**config.mk**
```make
export PLATFORM = sky130hd
export DESIGN_NAME = sie_input_ctrl
export DESIGN_NICKNAME = d
export VERILOG_FILES = /design/src/core/sie_pkg.sv /design/src/core/sie_input_ctrl.sv
export SDC_FILE = /design/constraint.sdc
export NUM_CORES = 1
export LEC_CHECK = 0
export ABC_AREA = 1
export BUFFER_PORTS_ARGS = -buffer_cell sky130_fd_sc_hd__buf_4
export CORE_AREA = 2 2 200 202
export DETAILED_ROUTE_END_ITERATION = 12
export DIE_AREA = 0 0 202 204
export PLACE_DENSITY = 0.84
export SYNTH_ARGS = -nofsm -noshare
export SYNTH_HDL_FRONTEND = slang
export SYNTH_SLANG_ARGS = --single-unit
```
**constraint.sdc**
```tcl
create_clock -name clk -period 12 [get_ports clk]
set_input_delay 1.2 -clock clk [delete_from_list [all_inputs] [get_ports clk]]
set_output_delay 1.2 -clock clk [all_outputs]
set_load 0.01 [all_outputs]
```
**src/core/sie_pkg.sv**
```systemverilog
package sie_pkg;

	// Clock and excitation reversal timing
	localparam int CLK_HZ = 32'h02FA_F080;
	localparam int REV_FAST_HZ = 32'h0000_000A;
	localparam int REV_SLOW_HZ = 32'h0000_0005;
	localparam logic [23:0] REV_FAST_HALF_CYC = 24'(CLK_HZ / (2 * REV_FAST_HZ));
	localparam logic [23:0] REV_SLOW_HALF_CYC = 24'(CLK_HZ / (2 * REV_SLOW_HZ));

	// Register byte offsets
	localparam logic [4:0] OFS_CFG_A = 5'h00;
	localparam logic [4:0] OFS_CFG_B = 5'h04;
	localparam logic [4:0] OFS_STAT_A = 5'h08;
	localparam logic [4:0] OFS_STAT_B = 5'h0C;
	localparam logic [4:0] OFS_RDG_A = 5'h10;
	localparam logic [4:0] OFS_RDG_B = 5'h14;

	// Sensor type codes
	localparam logic [2:0] TYPE_OFF = 3'h0;
	localparam logic [2:0] TYPE_DIODE = 3'h1;
	localparam logic [2:0] TYPE_PTC = 3'h2;
	localparam logic [2:0] TYPE_NTC = 3'h3;
	localparam logic [2:0] TYPE_TC = 3'h4;

	// Highest range index per sensor type
	localparam logic [3:0] RANGE_LOW = 4'h0;
	localparam logic [3:0] MAX_RNG_DIODE = 4'h1;
	localparam logic [3:0] MAX_RNG_PTC = 4'h6;
	localparam logic [3:0] MAX_RNG_NTC = 4'h8;

	// Excitation current codes, one per 1-3-10 step
	localparam logic [3:0] EXC_OFF = 4'h0;
	localparam logic [3:0] EXC_100N = 4'h1;
	localparam logic [3:0] EXC_10U = 4'h5;
	localparam logic [3:0] EXC_1M = 4'h9;

	// Autorange thresholds in microvolts, and compensation base
	localparam logic [23:0] NTC_UP_UV = 24'h002710;
	localparam logic [23:0] NTC_DOWN_UV = 24'h0009C4;
	localparam logic signed [23:0] NORM_TEMP = 24'sh000000;

	// Configuration word, reset value and status width
	typedef struct packed {
		logic units;
		logic diodeCur;
		logic comp;
		logic reversal;
		logic [3:0] range;
		logic autoRange;
		logic [2:0] sensType;
	} sie_cfg_t;
	localparam logic [11:0] CFG_RESET = 12'hA01;
	localparam int STAT_W = 13;

	// Front end drive and sample carriers
	typedef struct packed {
		logic stdEn;
		logic tcEn;
		logic polarity;
		logic [3:0] range;
		logic [3:0] excite;
	} sie_drive_t;
	typedef struct packed {
		logic valid;
		logic signed [23:0] data;
	} sie_sample_t;

	function automatic logic [3:0] sie_max_range(input logic [2:0] t);
		case (t)
			TYPE_DIODE: sie_max_range = MAX_RNG_DIODE;
			TYPE_PTC: sie_max_range = MAX_RNG_PTC;
			TYPE_NTC: sie_max_range = MAX_RNG_NTC;
			default: sie_max_range = RANGE_LOW;
		endcase
	endfunction

	// Full scale of a fixed-current range in microvolts
	function automatic logic [23:0] sie_ptc_fs(input logic [3:0] r);
		case (r)
			4'h0: sie_ptc_fs = 24'h002710;
			4'h1: sie_ptc_fs = 24'h007530;
			4'h2: sie_ptc_fs = 24'h0186A0;
			4'h3: sie_ptc_fs = 24'h0493E0;
			4'h4: sie_ptc_fs = 24'h0F4240;
			4'h5: sie_ptc_fs = 24'h2DC6C0;
			default: sie_ptc_fs = 24'h989680;
		endcase
	endfunction

endpackage

```
**src/core/sie_input_ctrl.sv**
```systemverilog
// The placing of the registers and the Avalon-MM interface to the registers were decided locally.
`timescale 1ns/1ns
`default_nettype none

// One input channel: settings, ranging, reversal and pairing
module sie_channel #(
	parameter logic [23:0] HALF_FAST = sie_pkg::REV_FAST_HALF_CYC,
	parameter logic [23:0] HALF_SLOW = sie_pkg::REV_SLOW_HALF_CYC
) (
	input wire logic clk,
	input wire logic nrst,
	input wire logic cfgWr,
	input wire logic [11:0] cfgWrData,
	input wire logic tcOpt,
	input wire sie_pkg::sie_sample_t sample,
	input wire logic signed [23:0] blockTemp,
	output logic [11:0] cfgOut,
	output logic [sie_pkg::STAT_W-1:0] status,
	output logic [23:0] result,
	output sie_pkg::sie_drive_t drive
);
	import sie_pkg::*;

	sie_cfg_t cfgQ, cfgD, wrCfg;
	logic [3:0] rangeQ, rangeD, wrRange, newMax, reqRange, excD, curMax;
	logic [23:0] cntQ, cntD, halfLen, mag, fsPrev, ptcLow, resultQ;
	logic signed [23:0] lastQ, posQ, curVal, readingVal, avg;
	logic signed [24:0] diff, compSum;
	logic [2:0] newType;
	logic typeOk, typeChg, newRes, newAuto, newRev, newDcur;
	logic isDiode, isPtc, isNtc, stdActive, tcActive, revOn, autoOn, ntcTop;
	logic tick, polQ, haveQ, posOkQ, validQ, curHave, pairDone, posTake;
	logic readingDone, upReq, downReq, rngUp, rngDn, rngChg, restart, compOn;
	sie_drive_t driveQ, driveD;

	// Write sanitising: reject missing option, force resistor defaults
	assign wrCfg = sie_cfg_t'(cfgWrData);
	assign typeOk = (wrCfg.sensType <= TYPE_TC) && ((wrCfg.sensType != TYPE_TC) || tcOpt);
	assign newType = typeOk ? wrCfg.sensType : cfgQ.sensType;
	assign typeChg = newType != cfgQ.sensType;
	assign newRes = (newType == TYPE_PTC) || (newType == TYPE_NTC);
	// changing to a resistor type forces autorange; none for diode
	assign newAuto = newRes && (typeChg || wrCfg.autoRange);
	assign newRev = newRes && (typeChg || wrCfg.reversal);
	assign newDcur = (newType == TYPE_DIODE) && !typeChg && wrCfg.diodeCur;
	assign newMax = sie_max_range(newType);
	assign reqRange = (wrCfg.range > newMax) ? newMax : wrCfg.range;
	// manual range only with autorange off
	assign wrRange = !newAuto ? reqRange : (typeChg ? RANGE_LOW : rangeQ);
	assign cfgD = '{units: wrCfg.units, diodeCur: newDcur, comp: wrCfg.comp,
		reversal: newRev, range: wrRange, autoRange: newAuto, sensType: newType};

	// Type decode of the live settings
	assign isDiode = cfgQ.sensType == TYPE_DIODE;
	assign isPtc = cfgQ.sensType == TYPE_PTC;
	assign isNtc = cfgQ.sensType == TYPE_NTC;
	assign stdActive = isDiode || isPtc || isNtc;
	assign tcActive = (cfgQ.sensType == TYPE_TC) && tcOpt;
	assign revOn = cfgQ.reversal && stdActive;
	assign autoOn = cfgQ.autoRange && (isPtc || isNtc);
	assign curMax = sie_max_range(cfgQ.sensType);

	// half period 10 Hz, 5 Hz on top NTC range
	assign ntcTop = isNtc && (rangeQ == MAX_RNG_NTC);
	assign halfLen = ntcTop ? HALF_SLOW : HALF_FAST;
	assign tick = revOn && (cntQ == 24'(halfLen - 24'h000001));
	assign restart = cfgWr || rngChg;
	assign cntD = (!revOn || tick || restart) ? 24'h000000 : 24'(cntQ + 24'h000001);

	// Latest sample of the current half period
	assign curVal = sample.valid ? sample.data : lastQ;
	assign curHave = sample.valid || haveQ;

	// pair positive and negative halves into a mean
	assign posTake = tick && curHave && !polQ;
	assign pairDone = tick && curHave && polQ && posOkQ;
	assign diff = 25'({posQ[23], posQ} - {curVal[23], curVal});
	assign avg = diff[24:1];
	assign readingDone = revOn ? pairDone : ((stdActive || tcActive) && sample.valid);
	assign readingVal = revOn ? avg : sample.data;

	// Autorange decisions on each finished reading
	assign mag = readingVal[23] ? 24'(-readingVal) : 24'(readingVal);
	assign fsPrev = sie_ptc_fs(4'(rangeQ - 4'h1));
	assign ptcLow = 24'(fsPrev - (fsPrev >> 3));
	// keep NTC sensor voltage below 10 mV, PTC below range full scale
	assign upReq = isNtc ? (mag >= NTC_UP_UV) : (mag > sie_ptc_fs(rangeQ));
	assign downReq = isNtc ? (mag < NTC_DOWN_UV) : (mag < ptcLow);
	assign rngUp = readingDone && autoOn && upReq && (rangeQ < curMax);
	assign rngDn = readingDone && autoOn && !upReq && downReq && (rangeQ != RANGE_LOW);
	assign rngChg = rngUp || rngDn;
	assign rangeD = cfgWr ? wrRange : rngUp ? 4'(rangeQ + 4'h1) :
		rngDn ? 4'(rangeQ - 4'h1) : rangeQ;

	// Excitation select per type and range
	// fixed 1 mA for PTC
	// NTC steps down from 1 mA
	assign excD = !stdActive ? EXC_OFF : (isPtc ? EXC_1M : isNtc ? 4'(EXC_1M - rangeQ) :
		(cfgQ.diodeCur ? EXC_1M : EXC_10U));
	assign driveD = '{stdEn: stdActive, tcEn: tcActive, polarity: polQ, range: rangeQ,
		excite: excD};

	// block offset only for temperature units
	assign compOn = tcActive && cfgQ.comp && cfgQ.units;
	assign compSum = 25'({readingVal[23], readingVal} +
		(compOn ? {blockTemp[23], blockTemp} - {NORM_TEMP[23], NORM_TEMP} : 25'h0000000));

	// Settings and range registers
	always_ff @(posedge clk or negedge nrst) begin
		if (!nrst) begin
			cfgQ <= sie_cfg_t'(CFG_RESET);
			rangeQ <= RANGE_LOW;
		end else begin
			if (cfgWr) begin
				cfgQ <= cfgD;
			end
			rangeQ <= rangeD;
		end
	end

	// Reversal divider and polarity
	always_ff @(posedge clk or negedge nrst) begin
		if (!nrst) begin
			cntQ <= 24'h000000;
			polQ <= 1'b0;
		end else begin
			cntQ <= cntD;
			polQ <= (!revOn || cfgWr) ? 1'b0 : (tick ? !polQ : polQ);
		end
	end

	// Sample hold and pair state
	always_ff @(posedge clk or negedge nrst) begin
		if (!nrst) begin
			lastQ <= 24'sh000000;
			haveQ <= 1'b0;
			posQ <= 24'sh000000;
			posOkQ <= 1'b0;
		end else begin
			lastQ <= curVal;
			haveQ <= (tick || restart) ? 1'b0 : curHave;
			posQ <= posTake ? curVal : posQ;
			posOkQ <= restart ? 1'b0 : (tick ? posTake : posOkQ);
		end
	end

	// Result, valid flag (set wins over clear) and drive
	always_ff @(posedge clk or negedge nrst) begin
		if (!nrst) begin
			resultQ <= 24'h000000;
			validQ <= 1'b0;
			driveQ <= '0;
		end else begin
			resultQ <= readingDone ? compSum[23:0] : resultQ;
			validQ <= readingDone || (validQ && !cfgWr);
			driveQ <= driveD;
		end
	end

	assign cfgOut = {cfgQ.units, cfgQ.diodeCur, cfgQ.comp, cfgQ.reversal, rangeQ,
		cfgQ.autoRange, cfgQ.sensType};
	assign status = {validQ, tcOpt, stdActive, tcActive, polQ, excD, rangeQ};
	assign result = resultQ;
	assign drive = driveQ;
endmodule

module sie_input_ctrl #(
	parameter logic [23:0] HALF_FAST_CYC = sie_pkg::REV_FAST_HALF_CYC,
	parameter logic [23:0] HALF_SLOW_CYC = sie_pkg::REV_SLOW_HALF_CYC
) (
	input wire logic clk,
	input wire logic nrst,
	input wire logic [4:0] address,
	input wire logic read,
	input wire logic write,
	input wire logic [31:0] writedata,
	input wire logic [3:0] byteenable,
	output logic [31:0] readdata,
	output logic waitrequest,
	input wire logic tcOptPresent,
	input wire logic signed [23:0] blockTemp,
	input wire sie_pkg::sie_sample_t sampleA,
	input wire sie_pkg::sie_sample_t sampleB,
	output sie_pkg::sie_drive_t driveA,
	output sie_pkg::sie_drive_t driveB
);
	import sie_pkg::*;

	logic ackQ, request, wrStrobe;
	logic selCfgA, selCfgB, selStatA, selStatB, selRdgA, selRdgB;
	logic [31:0] readdataQ, rdMux, laneMask, mergeA, mergeB;
	logic [11:0] cfgA, cfgB;
	logic [STAT_W-1:0] statA, statB;
	logic [23:0] rdgA, rdgB;

	// One wait cycle, then answer
	assign request = read || write;
	assign waitrequest = request && !ackQ;
	assign wrStrobe = write && ackQ;

	// Address decode, unmapped reads give zero
	assign selCfgA = address == OFS_CFG_A;
	assign selCfgB = address == OFS_CFG_B;
	assign selStatA = address == OFS_STAT_A;
	assign selStatB = address == OFS_STAT_B;
	assign selRdgA = address == OFS_RDG_A;
	assign selRdgB = address == OFS_RDG_B;
	assign rdMux = selCfgA ? {20'h00000, cfgA} : selCfgB ? {20'h00000, cfgB} :
		selStatA ? {19'h00000, statA} : selStatB ? {19'h00000, statB} :
		selRdgA ? {8'h00, rdgA} : selRdgB ? {8'h00, rdgB} : 32'h00000000;

	// Byte enables merge write data over current settings
	assign laneMask = {{8{byteenable[3]}}, {8{byteenable[2]}}, {8{byteenable[1]}},
		{8{byteenable[0]}}};
	assign mergeA = (writedata & laneMask) | ({20'h00000, cfgA} & ~laneMask);
	assign mergeB = (writedata & laneMask) | ({20'h00000, cfgB} & ~laneMask);

	// Bus answer registers
	always_ff @(posedge clk or negedge nrst) begin
		if (!nrst) begin
			ackQ <= 1'b0;
			readdataQ <= 32'h00000000;
		end else begin
			ackQ <= request && !ackQ;
			readdataQ <= (read && !ackQ) ? rdMux : readdataQ;
		end
	end
	assign readdata = readdataQ;

	sie_channel #(
		.HALF_FAST(HALF_FAST_CYC),
		.HALF_SLOW(HALF_SLOW_CYC)
	) chanA (
		.clk(clk),
		.nrst(nrst),
		.cfgWr(wrStrobe && selCfgA),
		.cfgWrData(mergeA[11:0]),
		.tcOpt(tcOptPresent),
		.sample(sampleA),
		.blockTemp(blockTemp),
		.cfgOut(cfgA),
		.status(statA),
		.result(rdgA),
		.drive(driveA)
	);

	sie_channel #(
		.HALF_FAST(HALF_FAST_CYC),
		.HALF_SLOW(HALF_SLOW_CYC)
	) chanB (
		.clk(clk),
		.nrst(nrst),
		.cfgWr(wrStrobe && selCfgB),
		.cfgWrData(mergeB[11:0]),
		.tcOpt(tcOptPresent),
		.sample(sampleB),
		.blockTemp(blockTemp),
		.cfgOut(cfgB),
		.status(statB),
		.result(rdgB),
		.drive(driveB)
	);
endmodule

`default_nettype wire

```
After elaboration in Yosys (flattened, before gate mapping)
Index checks and enable logic that the tools add are counted.
W data, S select, Z words.
{ "word_totals": {"reg_bits": 279, "out_inout_bits": 55} }
{ "op_classes": {"n_addsub": 18, "order_cmp": 14, "eq_ne": 49, "n_mux": 64, "bitwise_logic": 6, "n_reduce_logical": 112} }
{ "op_table": {"columns": ["cell", "n"], "rows": [
  ["$pmux W24 S6", 4],
  ["$mux W24", 16],
  ["$mux W4", 20],
  ["$logic_and A1 B1 Y1", 53],
  ["$sub A24 B24 Y25", 2],
  ["$add A24 B1 Y24 const B", 2],
  ["$add A24 B24 Y24", 2],
  ["$eq A24 B24 Y1", 2],
  ["$ge A24 B14 Y1 const B", 2],
  ["$gt A24 B24 Y1", 2],
  ["$lt A24 B12 Y1 const B", 2],
  ["$lt A24 B24 Y1", 2],
  ["$neg A24 Y24", 2],
  ["$pmux W4 S3", 4],
  ["$sub A24 B1 Y24 const B", 2],
  ["$sub A24 B21 Y24", 2],
  ["$mux W23", 2],
  ["$and A12 B12 Y12", 3],
  ["$logic_or A1 B1 Y1", 33],
  ["$eq A4 B2 Y1 const B", 8],
  ["$eq A4 B3 Y1 const B", 8],
  ["$eq A3 B2 Y1 const B", 8],
  ["$or A12 B12 Y12", 2],
  ["$eq A4 B1 Y1 const B", 4],
  ["24 further kinds", 76]
]} }

Longest topological paths before layout
Gate-level depths: netlist of the first run.
{ "logic_depth": {"depth_word": 18, "depth_mapped": 44, "ltp_nobuf": 43} }

Modules after synthesis
From an unflattened synthesis of the first run, not the netlist that was laid out.
{ "unflattened": {"cells_unflattened": 3986, "hier_area_um2": 26241.4} }
{ "by_module_without_submodules": {"columns": ["mod", "n_inst", "cells_each", "area_per_inst_um2"], "rows": [
  ["sie_channel (chanB)", 1, 1824, 12045.3],
  ["sie_channel (chanA)", 1, 1764, 11801.3],
  ["sie_input_ctrl", 1, 398, 2394.8]
]} }

Least setup slack after synthesis of the first run
Ideal clock, no wire load.
{ "synth_timing": {"path_kind": "input to register", "start": "input port sampleB[24] in the netlist's numbering", "end": "register chanB.rangeQ[1]", "setup_time_ps": 116, "arrival_time_ps": 5445, "setup_slack_ps": 6439, "path_stages": 38, "path_cell_list": "buf_4 clkbuf_1 nand2_1 o21ai_0 inv_1 fa_1 inv_1 nand2_1 nand2_1 nand3_1 nand2_1 nand2_1 nand3_1 nand2_1 nor2_1 nand2_1 nor2_4 nand3_2 (+2 left out) xor2_1 inv_1 ha_1 nand4_1 inv_1 nand3_1 nor4_1 nand4_1 nor3_1 nand4_1 nand2_1 nand2_2 nand2_1 nand3_2 nand2_2 nand2_2 nand2_1 nand2_1"} }
{ "synth_via": {"elab_chain_cells": 13} }
{ "synth_lines": {"columns": ["element", "line_no", "source"], "rows": [
  ["from (decl)", "sie_input_ctrl.sv:183", "input wire sie_pkg::sie_sample_t sampleB,"],
  ["$mux W24 *", "sie_input_ctrl.sv:71", "assign curVal = sample.valid ? sample.data : lastQ;"],
  ["net chanB.curVal[1]", "sie_input_ctrl.sv:27", "logic signed [23:0] lastQ, posQ, curVal, readingVal, avg;"],
  ["$sub A24 B24 Y25 *", "sie_input_ctrl.sv:77", "assign diff = 25'({posQ[23], posQ} - {curVal[23], curVal});"],
  ["$mux W24 *", "sie_input_ctrl.sv:80", "assign readingVal = revOn ? avg : sample.data;"],
  ["$neg A24 Y24", "sie_input_ctrl.sv:83", "assign mag = readingVal[23] ? 24'(-readingVal) : 24'(readingVal);"],
  ["$mux W24 *", "sie_input_ctrl.sv:83", null],
  ["$gt A24 B24 Y1 / $ge A24 B14 Y1 (equally long branches)", "sie_input_ctrl.sv:87", "assign upReq = isNtc ? (mag >= NTC_UP_UV) : (mag > sie_ptc_fs(rangeQ));"],
  ["$mux W1", "sie_input_ctrl.sv:87", null],
  ["$logic_not A1 Y1", "sie_input_ctrl.sv:90", "assign rngDn = readingDone && autoOn && !upReq && downReq && (rangeQ != RANGE_LOW);"],
  ["$logic_and A1 B1 Y1 (3 in series)", "sie_input_ctrl.sv:90", null],
  ["$reduce_bool A3 Y1 (no line)", null, null],
  ["$reduce_and A2 Y1 (no line)", null, null],
  ["to (signal assigned)", "sie_input_ctrl.sv:117", "rangeQ <= rangeD;"],
  ["to (decl)", "sie_input_ctrl.sv:25", "logic [3:0] rangeQ, rangeD, wrRange, newMax, reqRange, excD, curMax;"]
]} }
The timed path passes the listed nets; every way through them passes the cells marked *.
A chain may end at the register's enable or synchronous reset.

Worst setup path in the final report of the first run
{ "layout_timing": {"start": "input port sampleB[24] in the netlist's numbering", "end": "register chanB.rangeQ[1]"} }
{ "layout_via": {"elab_chain_cells": 13} }
{ "layout_lines": {"columns": ["element", "line_no"], "rows": [
  ["$mux W24", "sie_input_ctrl.sv:71"],
  ["$sub A24 B24 Y25", "sie_input_ctrl.sv:77"],
  ["$mux W24", "sie_input_ctrl.sv:80"],
  ["$neg A24 Y24", "sie_input_ctrl.sv:83"],
  ["$mux W24", "sie_input_ctrl.sv:83"],
  ["$gt A24 B24 Y1 / $ge A24 B14 Y1 (equally long branches)", "sie_input_ctrl.sv:87"],
  ["$mux W1", "sie_input_ctrl.sv:87"],
  ["$logic_not A1 Y1", "sie_input_ctrl.sv:90"],
  ["$logic_and A1 B1 Y1 (3 in series)", "sie_input_ctrl.sv:90"],
  ["$reduce_bool A3 Y1 (no line)", null],
  ["$reduce_and A2 Y1 (no line)", null]
]} }
Several ways; a longest one is shown, not always the timed one.

==> impl_metrics.py, run 1 <==
metrics = {
    "logic_synthesis": {
        "synth_top_area_share_pct": 26.3,
        "yosys.cell_count.top_type": "nand2_1",
        "synthFlopType": "dfrtp_1",
        "synth_edf_count": 0,
        "ys_types": 67,
        "synth_area_leader_cell": "dfrtp_1",
        "ys_warn_count": 0,
        "ys_top_cells_by_count": "1021 x nand2_1, 654 x inv_1, 321 x nor2_1",
        "async_flop_share_pct": 100,
        "synth_seq_cells": 271,
        "synth_cells": 3849,
        "yosys-top-cells-area": "dfrtp_1 26%, nand2_1 15%, ha_1 11%, inv_1 9.7%, o21ai_0 5.5%",
        "synth_area_um2": 25200,
        "syn_area_per_cell_um2": 6.55,
        "seq_area_frac_synth_pct": 26.9,
    },
    "layout": {
        "final_nets": 4312,
        "fillers": 3437,
        "drive_gt1_share_pct": 9.10,
        "area_growth_pct": 9.77,
        "final_cell_area_um2": 27700,
    },
    "clocking": {
        "cts_tree": "built",
        "numCtsBuffers": 31,
        "cts_setup_buffers": 0,
        "clkTransAtPathRegs_ps": 60,
        "clkLatencyLatePin_ps": 610,
        "clkSinkCount": 271,
        "clock_path_buffers": 3,
        "cts_root_buffer": "clkbuf_16",
        "holdBufCountCts": 0,
        "post_cts_resized": 0,
        "cts-htree-levels": 1,
    },
    "routing": {
        "wl_per_cell_um": 15.1,
        "dr.pass1.iters": 6,
        "ant_nets": 0,
        "vias_per_cell": 5.56,
        "drc": 0,
        "routed_wl_mm": 68.2,
        "vias": 25100,
        "drt_iter0_drc": 2156,
    },
    "critical_path": {
        "timing.reg2reg.worst_path_depth": 40,
        "cp_common_cell": "nand2_1",
        "crit-reg2reg-launch": "chanB.rangeQ[1]",
        "cp-end-kind": "flop",
        "crit_type": "input port to flop",
        "cp.required_ps": 12490,
        "start_kind": "input port",
        "slowest_delay_ps": 430,
        "regToRegEndpoint": "chanB.rangeQ[1]",
        "r2r_setup_slack_ps": 5850,
        "critPathMaxFanout": 35,
        "crit_end": "chanB.rangeQ[1]",
        "cp-startpoint": "sampleB[24]",
        "cp.arrival_ps": 7160,
        "worst_path_max_delay_cell": "inv_2",
    },
    "pwr": {
        "p_per_area_nw_per_um2": 208,
        "p_leak_nw": 15.1,
        "peakVddDrop_uv": 224,
    },
    "status": {
        "status": "finished clean",
    },
    "sta": {
        "worst_pin_slew_ps": 1100,
        "fmax_mhz": 150,
        "final-hold-violation-count": 0,
        "finalCriticalPeriod_ps": 6670,
        "relSlewSlack_pct": 26.3,
        "final.setup.tns_ps": 0,
        "setup-violations-final": 0,
        "rsz0062_at_grt": "no",
        "slew_viol_final": 0,
        "min_period_over_period_pct": 55.6,
        "fin_worst_skew_ps": 16.6,
    },
    "run": {
        "drv_cap": 0,
    },
    "global_routing": {
        "grt_pass1_wl_mm": 112,
        "antenna_found_initial": 0,
        "track_usage_pct": 32.9,
        "globalRouteOverflowTotal": 0,
        "grt_pass1_vias": 23000,
        "grt_max_degree": 91,
    },
    "floorplanning": {
        "core_area_um2": 39200,
        "rows": 73,
        "initial_core_util_pct": 64.3,
        "die-width_um": 202,
        "dieArea_um2": 41200,
        "die_h_um": 204,
        "io_pins": 175,
    },
    "place": {
        "hpwl_mm": 53.3,
        "portBuffers": 144,
        "placed_area_um2": 26600,
        "routabilityCongestion": 1.00,
    },
    "hold_path": {
        "hold_path_class": "flop to flop",
    },
}
-- worst min-delay path by stage --
| stage | slack [ps] | cells after the start | start | to |
|---|---|---|---|---|
| floorplan | 370 | 0 | chanA.polQ | chanA.drive[8] |
| global placement | 430 | 0 | chanA.polQ | chanA.drive[8] |
| detailed placement | 420 | 0 | chanA.polQ | chanA.drive[8] |
| CTS | 440 | 0 | chanA.polQ | chanA.drive[8] |
| global route | 460 | 0 | chanA.polQ | chanA.drive[8] |
| finish | 430 | 0 | chanA.polQ | chanA.drive[8] |
-- power by group --
group	switching (mW)	internal [mW]
logic	2.26	1.38
clock network	0.392	0.589
registers	0.0867	1.04
-- final cells by class --
class	count	area, um^2	area share (%)
sequential	271	6790	24.5
clock inverter	7	121	0.439
inverter	685	2580	9.31
tap	525	657	2.37
clock buffer	46	922	3.33
multi-input combinational	2818	15500	55.9
timing repair buffer	151	1140	4.13
antenna	1	2.50	0.00905
-- placed cells by master (no fill, tap or decap), types with 12 or more instances in the layout --
cell type,instances
o21ai_0,276
a211oi_1,19
or2_2,29
buf_4,150
nand2_1,1021
nand3_1,228
xnor2_1,34
inv_2,29
o22ai_1,17
dfrtp_1,265
nor3_1,66
inv_1,654
xor2_1,88
o21bai_1,12
o21ai_1,13
nor2_2,16
clkbuf_16,31
nor4_1,25
nand3b_1,12
a21oi_1,186
ha_1,230
nand4_1,67
nor2_1,321
nand2_2,36
-- registers in the layout, summed over array words and instances, names as in the netlist, 4 cells and up, named ones only --
name,flops
chanA.cfgOut,6
chanA.cntQ,24
chanA.drive,11
chanA.lastQ,24
chanA.posQ,24
chanA.rangeQ,4
chanA.result,24
chanB.cfgOut,6
chanB.cntQ,24
chanB.drive,11
chanB.lastQ,24
chanB.posQ,24
chanB.rangeQ,4
chanB.result,24
readdata,24
-- per-layer routing --
layer  track usage (%)  vias up  part of all wire (%)
li1                  -    12600                     -
met1              46.5    11400                    45
met2              51.5      917                    43
met3              4.70      144                   8.4
met4              11.6        0                   3.3
met5                 0        -                     0
-- logic make-up after synthesis --
logic type      share of synthesized area, %
simple gates                            32.4
other cells                           0.0149
buf+inv                                 11.8
compound gates                          12.8
mux                                   0.0447
xor+xnor                                4.24
flops                                   26.9
fa+ha+maj                               11.7
-- stage by stage --
stage          utilization, %  total power [mW]  cells  hold WS (ps)  setup slack [ps]
3_5_place_dp             67.9              4.69   4450           421              4980
5_1_grt                  70.6              6.33   4503           463              4910
2_1_floorplan               -              3.90   3856           374              6440
4_1_cts                  70.6              5.72   4503           437              5480
3_3_place_gp             67.9              4.60   4450           429              5030
6_report                 70.6              5.75   4504           432              5330
-- critical path: cells and delay by family --
family,cells,cell delay (ps)
and+or+nand+nor,27,3470
xor gates and xnor gates,1,230
AOI/OAI and AO/OA,2,350
adders and majority gates,2,650
buffers and inverters,5,1230
Power figures use the tool's default switching activity.
==> run 2, diff against run 1 <==
CORE_AREA = 2 2 214 216   (was 2 2 200 202)
DIE_AREA = 0 0 216 218   (was 0 0 202 204)
PLACE_DENSITY = 0.78   (was 0.84)
clock period = 6.04 ns   (was 12 ns; I/O delays follow)
==> run 2 against run 1 <==
  * Setup slack got worse by 4800 ps
  * Via count about the same
  * Highest routed layer unchanged
  * Combinational power up 100%
  * Design area rose by 1.8%
  * Largest cell class unchanged
  * Non-clock buffer count increased by 39
==> impl_metrics.py, run 2 (synthesis gave the netlist of run 1 again) <==
metrics = {
    "sta": {
        "final-hold-violation-count": 0,
        "slew_viol_final": 0,
        "finalCriticalPeriod_ps": 5530,
        "fin_worst_skew_ps": 21.8,
        "worst_pin_slew_ps": 1180,
        "min_period_over_period_pct": 91.6,
        "fmax_mhz": 181,
        "relSlewSlack_pct": 21.5,
        "final.setup.tns_ps": 0,
        "setup-violations-final": 0,
        "setup_ws_ps": 506,
    },
    "status": {
        "status": "finished clean",
    },
    "floorplanning": {
        "core_area_um2": 44900,
        "die-width_um": 216,
        "io_pins": 175,
        "rows": 78,
        "initial_core_util_pct": 56.1,
        "die_h_um": 218,
        "dieArea_um2": 47100,
    },
    "clocking": {
        "clkTransAtPathRegs_ps": 60,
        "cts-htree-levels": 2,
        "numCtsBuffers": 35,
        "cts_tree": "built",
        "holdBufCountCts": 0,
        "clkLatencyLatePin_ps": 560,
        "clkSinkCount": 271,
        "cts_root_buffer": "clkbuf_16",
        "clock_path_buffers": 3,
    },
    "global_routing": {
        "met3_usage_pct": 3.99,
        "met2_usage_pct": 46.0,
        "grt_max_degree": 167,
        "track_usage_pct": 29.5,
        "grt_pass1_vias": 22800,
        "grt_pass1_wl_mm": 114,
        "antenna_found_initial": 0,
        "globalRouteOverflowTotal": 0,
        "met1_usage_pct": 42.6,
        "top_usage_layer": "met2",
    },
    "critical_path": {
        "crit_type": "flop to flop",
        "cp_common_cell": "nand2_1",
        "timing.reg2reg.worst_path_depth": 39,
        "regToRegEndpoint": "chanB.rangeQ[3]",
        "cp.arrival_ps": 5980,
        "r2r_setup_slack_ps": 510,
        "cp.required_ps": 6490,
        "cp-end-kind": "flop",
        "slowest_delay_ps": 390,
        "worst_path_max_delay_cell": "dfrtp_1",
        "start_kind": "flop",
        "critPathMaxFanout": 7,
        "crit-reg2reg-launch": "chanB.rangeQ[1]",
    },
    "layout": {
        "final_nets": 4355,
        "mostFrequentLayoutCells": "1021 x nand2_1, 652 x inv_1, 321 x nor2_1, 276 x o21ai_0, 265 x dfrtp_1",
        "final_cells": 4624,
        "fillers": 4291,
        "final_common_cell": "nand2_1",
        "antenna_cells": 0,
        "area_growth_pct": 11.8,
        "drive_gt1_share_pct": 10.3,
    },
    "place": {
        "place_inst": 4563,
        "dp_slack_ps": 245,
        "portBuffers": 144,
        "routabilityCongestion": 0.995,
        "hpwl_mm": 54.5,
    },
    "routing": {
        "drt_iter0_drc": 2143,
        "routed_wl_mm": 69.8,
        "ant_nets": 0,
        "wl_per_cell_um": 15.1,
        "dr.pass1.iters": 6,
        "vias": 25100,
        "drc": 0,
        "vias_per_cell": 5.42,
    },
    "pwr": {
        "finalPower_mw": 11.6,
        "p_per_area_nw_per_um2": 413,
        "p_leak_nw": 15.4,
        "peakVddDrop_uv": 398,
    },
    "run": {
        "drv_cap": 0,
    },
    "hold_path": {
        "hold_path_class": "input port to asynchronous set/reset pin",
    },
}
## run 2: cell count changes in the layout (fill, tap and decap cells not counted), sizes merged
cell | before | now
clkinvlp | 0 | 2
clkinv | 4 | 11
buf | 151 | 190
bufinv | 3 | 2
diode | 1 | 0
inv | 685 | 684
## run 2: per-stage QoR
step / util (%) / hold WS [ps] / area [um^2]
2_1_floorplan: - / 308 / 25200
3_3_place_gp: 60.2 / 422 / 27000
3_5_place_dp: 60.2 / 422 / 27000
4_1_cts: 62.6 / 118 / 28100
5_1_grt: 62.7 / 155 / 28200
6_report: 62.7 / 80.3 / 28200
## run 2: what timing repair did
action                     4_1_cts  5_1_grt
gates resized for setup          0       10
buffers inserted                 0        1
setup endpoints to repair        0       12
## run 2: cell type report
| class | instances | area (um^2) | area share [%] |
|---|---|---|---|
| repair buffers | 190 | 1450 | 5.14 |
| flip-flops and latches | 271 | 6790 | 24.1 |
| clock inverters | 14 | 133 | 0.471 |
| inverters | 685 | 2580 | 9.15 |
| well taps | 600 | 751 | 2.67 |
| multi-input cells | 2818 | 15500 | 55.0 |
| clock buffers | 46 | 980 | 3.48 |
## run 2: how the worst max path moves through the flow
stage | cells past startpoint | slack (ps) | endpoint | from
after detailed placement | 36 | 240 | chanB.rangeQ[3] | sampleB[24]
after floorplan | 38 | 1070 | chanB.rangeQ[1] | sampleB[24]
final | 39 | 510 | chanB.rangeQ[3] | chanB.rangeQ[1]
after global routing | 39 | -30 | chanB.rangeQ[0] | chanB.rangeQ[1]
after CTS | 41 | 240 | chanB.rangeQ[3] | chanB.rangeQ[1]
after global placement | 36 | 330 | chanB.rangeQ[3] | sampleB[24]
## run 2: where the power goes
part	switching, mW	internal, mW	leakage, nW
Combinational	4.53	2.84	11.4
Clock	0.848	1.23	0.547
Sequential	0.129	2.07	3.46
Total	5.50	6.13	15.4
## run 2: metal layers
| layer | share of wire (%) | vias up |
|---|---|---|
| li1 | - | 12600 |
| met1 | 47 | 11400 |
| met2 | 43 | 889 |
| met3 | 7.6 | 115 |
| met4 | 2.8 | 0 |
| met5 | 0 | - |
## run 2: critical path: cells and delay by family (launching register included)
kind	cells	cell delay, ps
adder cells (fa/ha/maj)	3	940
flip-flops	1	390
AND/OR/NAND/NOR	24	2370
XOR/XNOR	1	170
AO/OA/AOI/OAI	6	1070
buffers and inverters	5	480
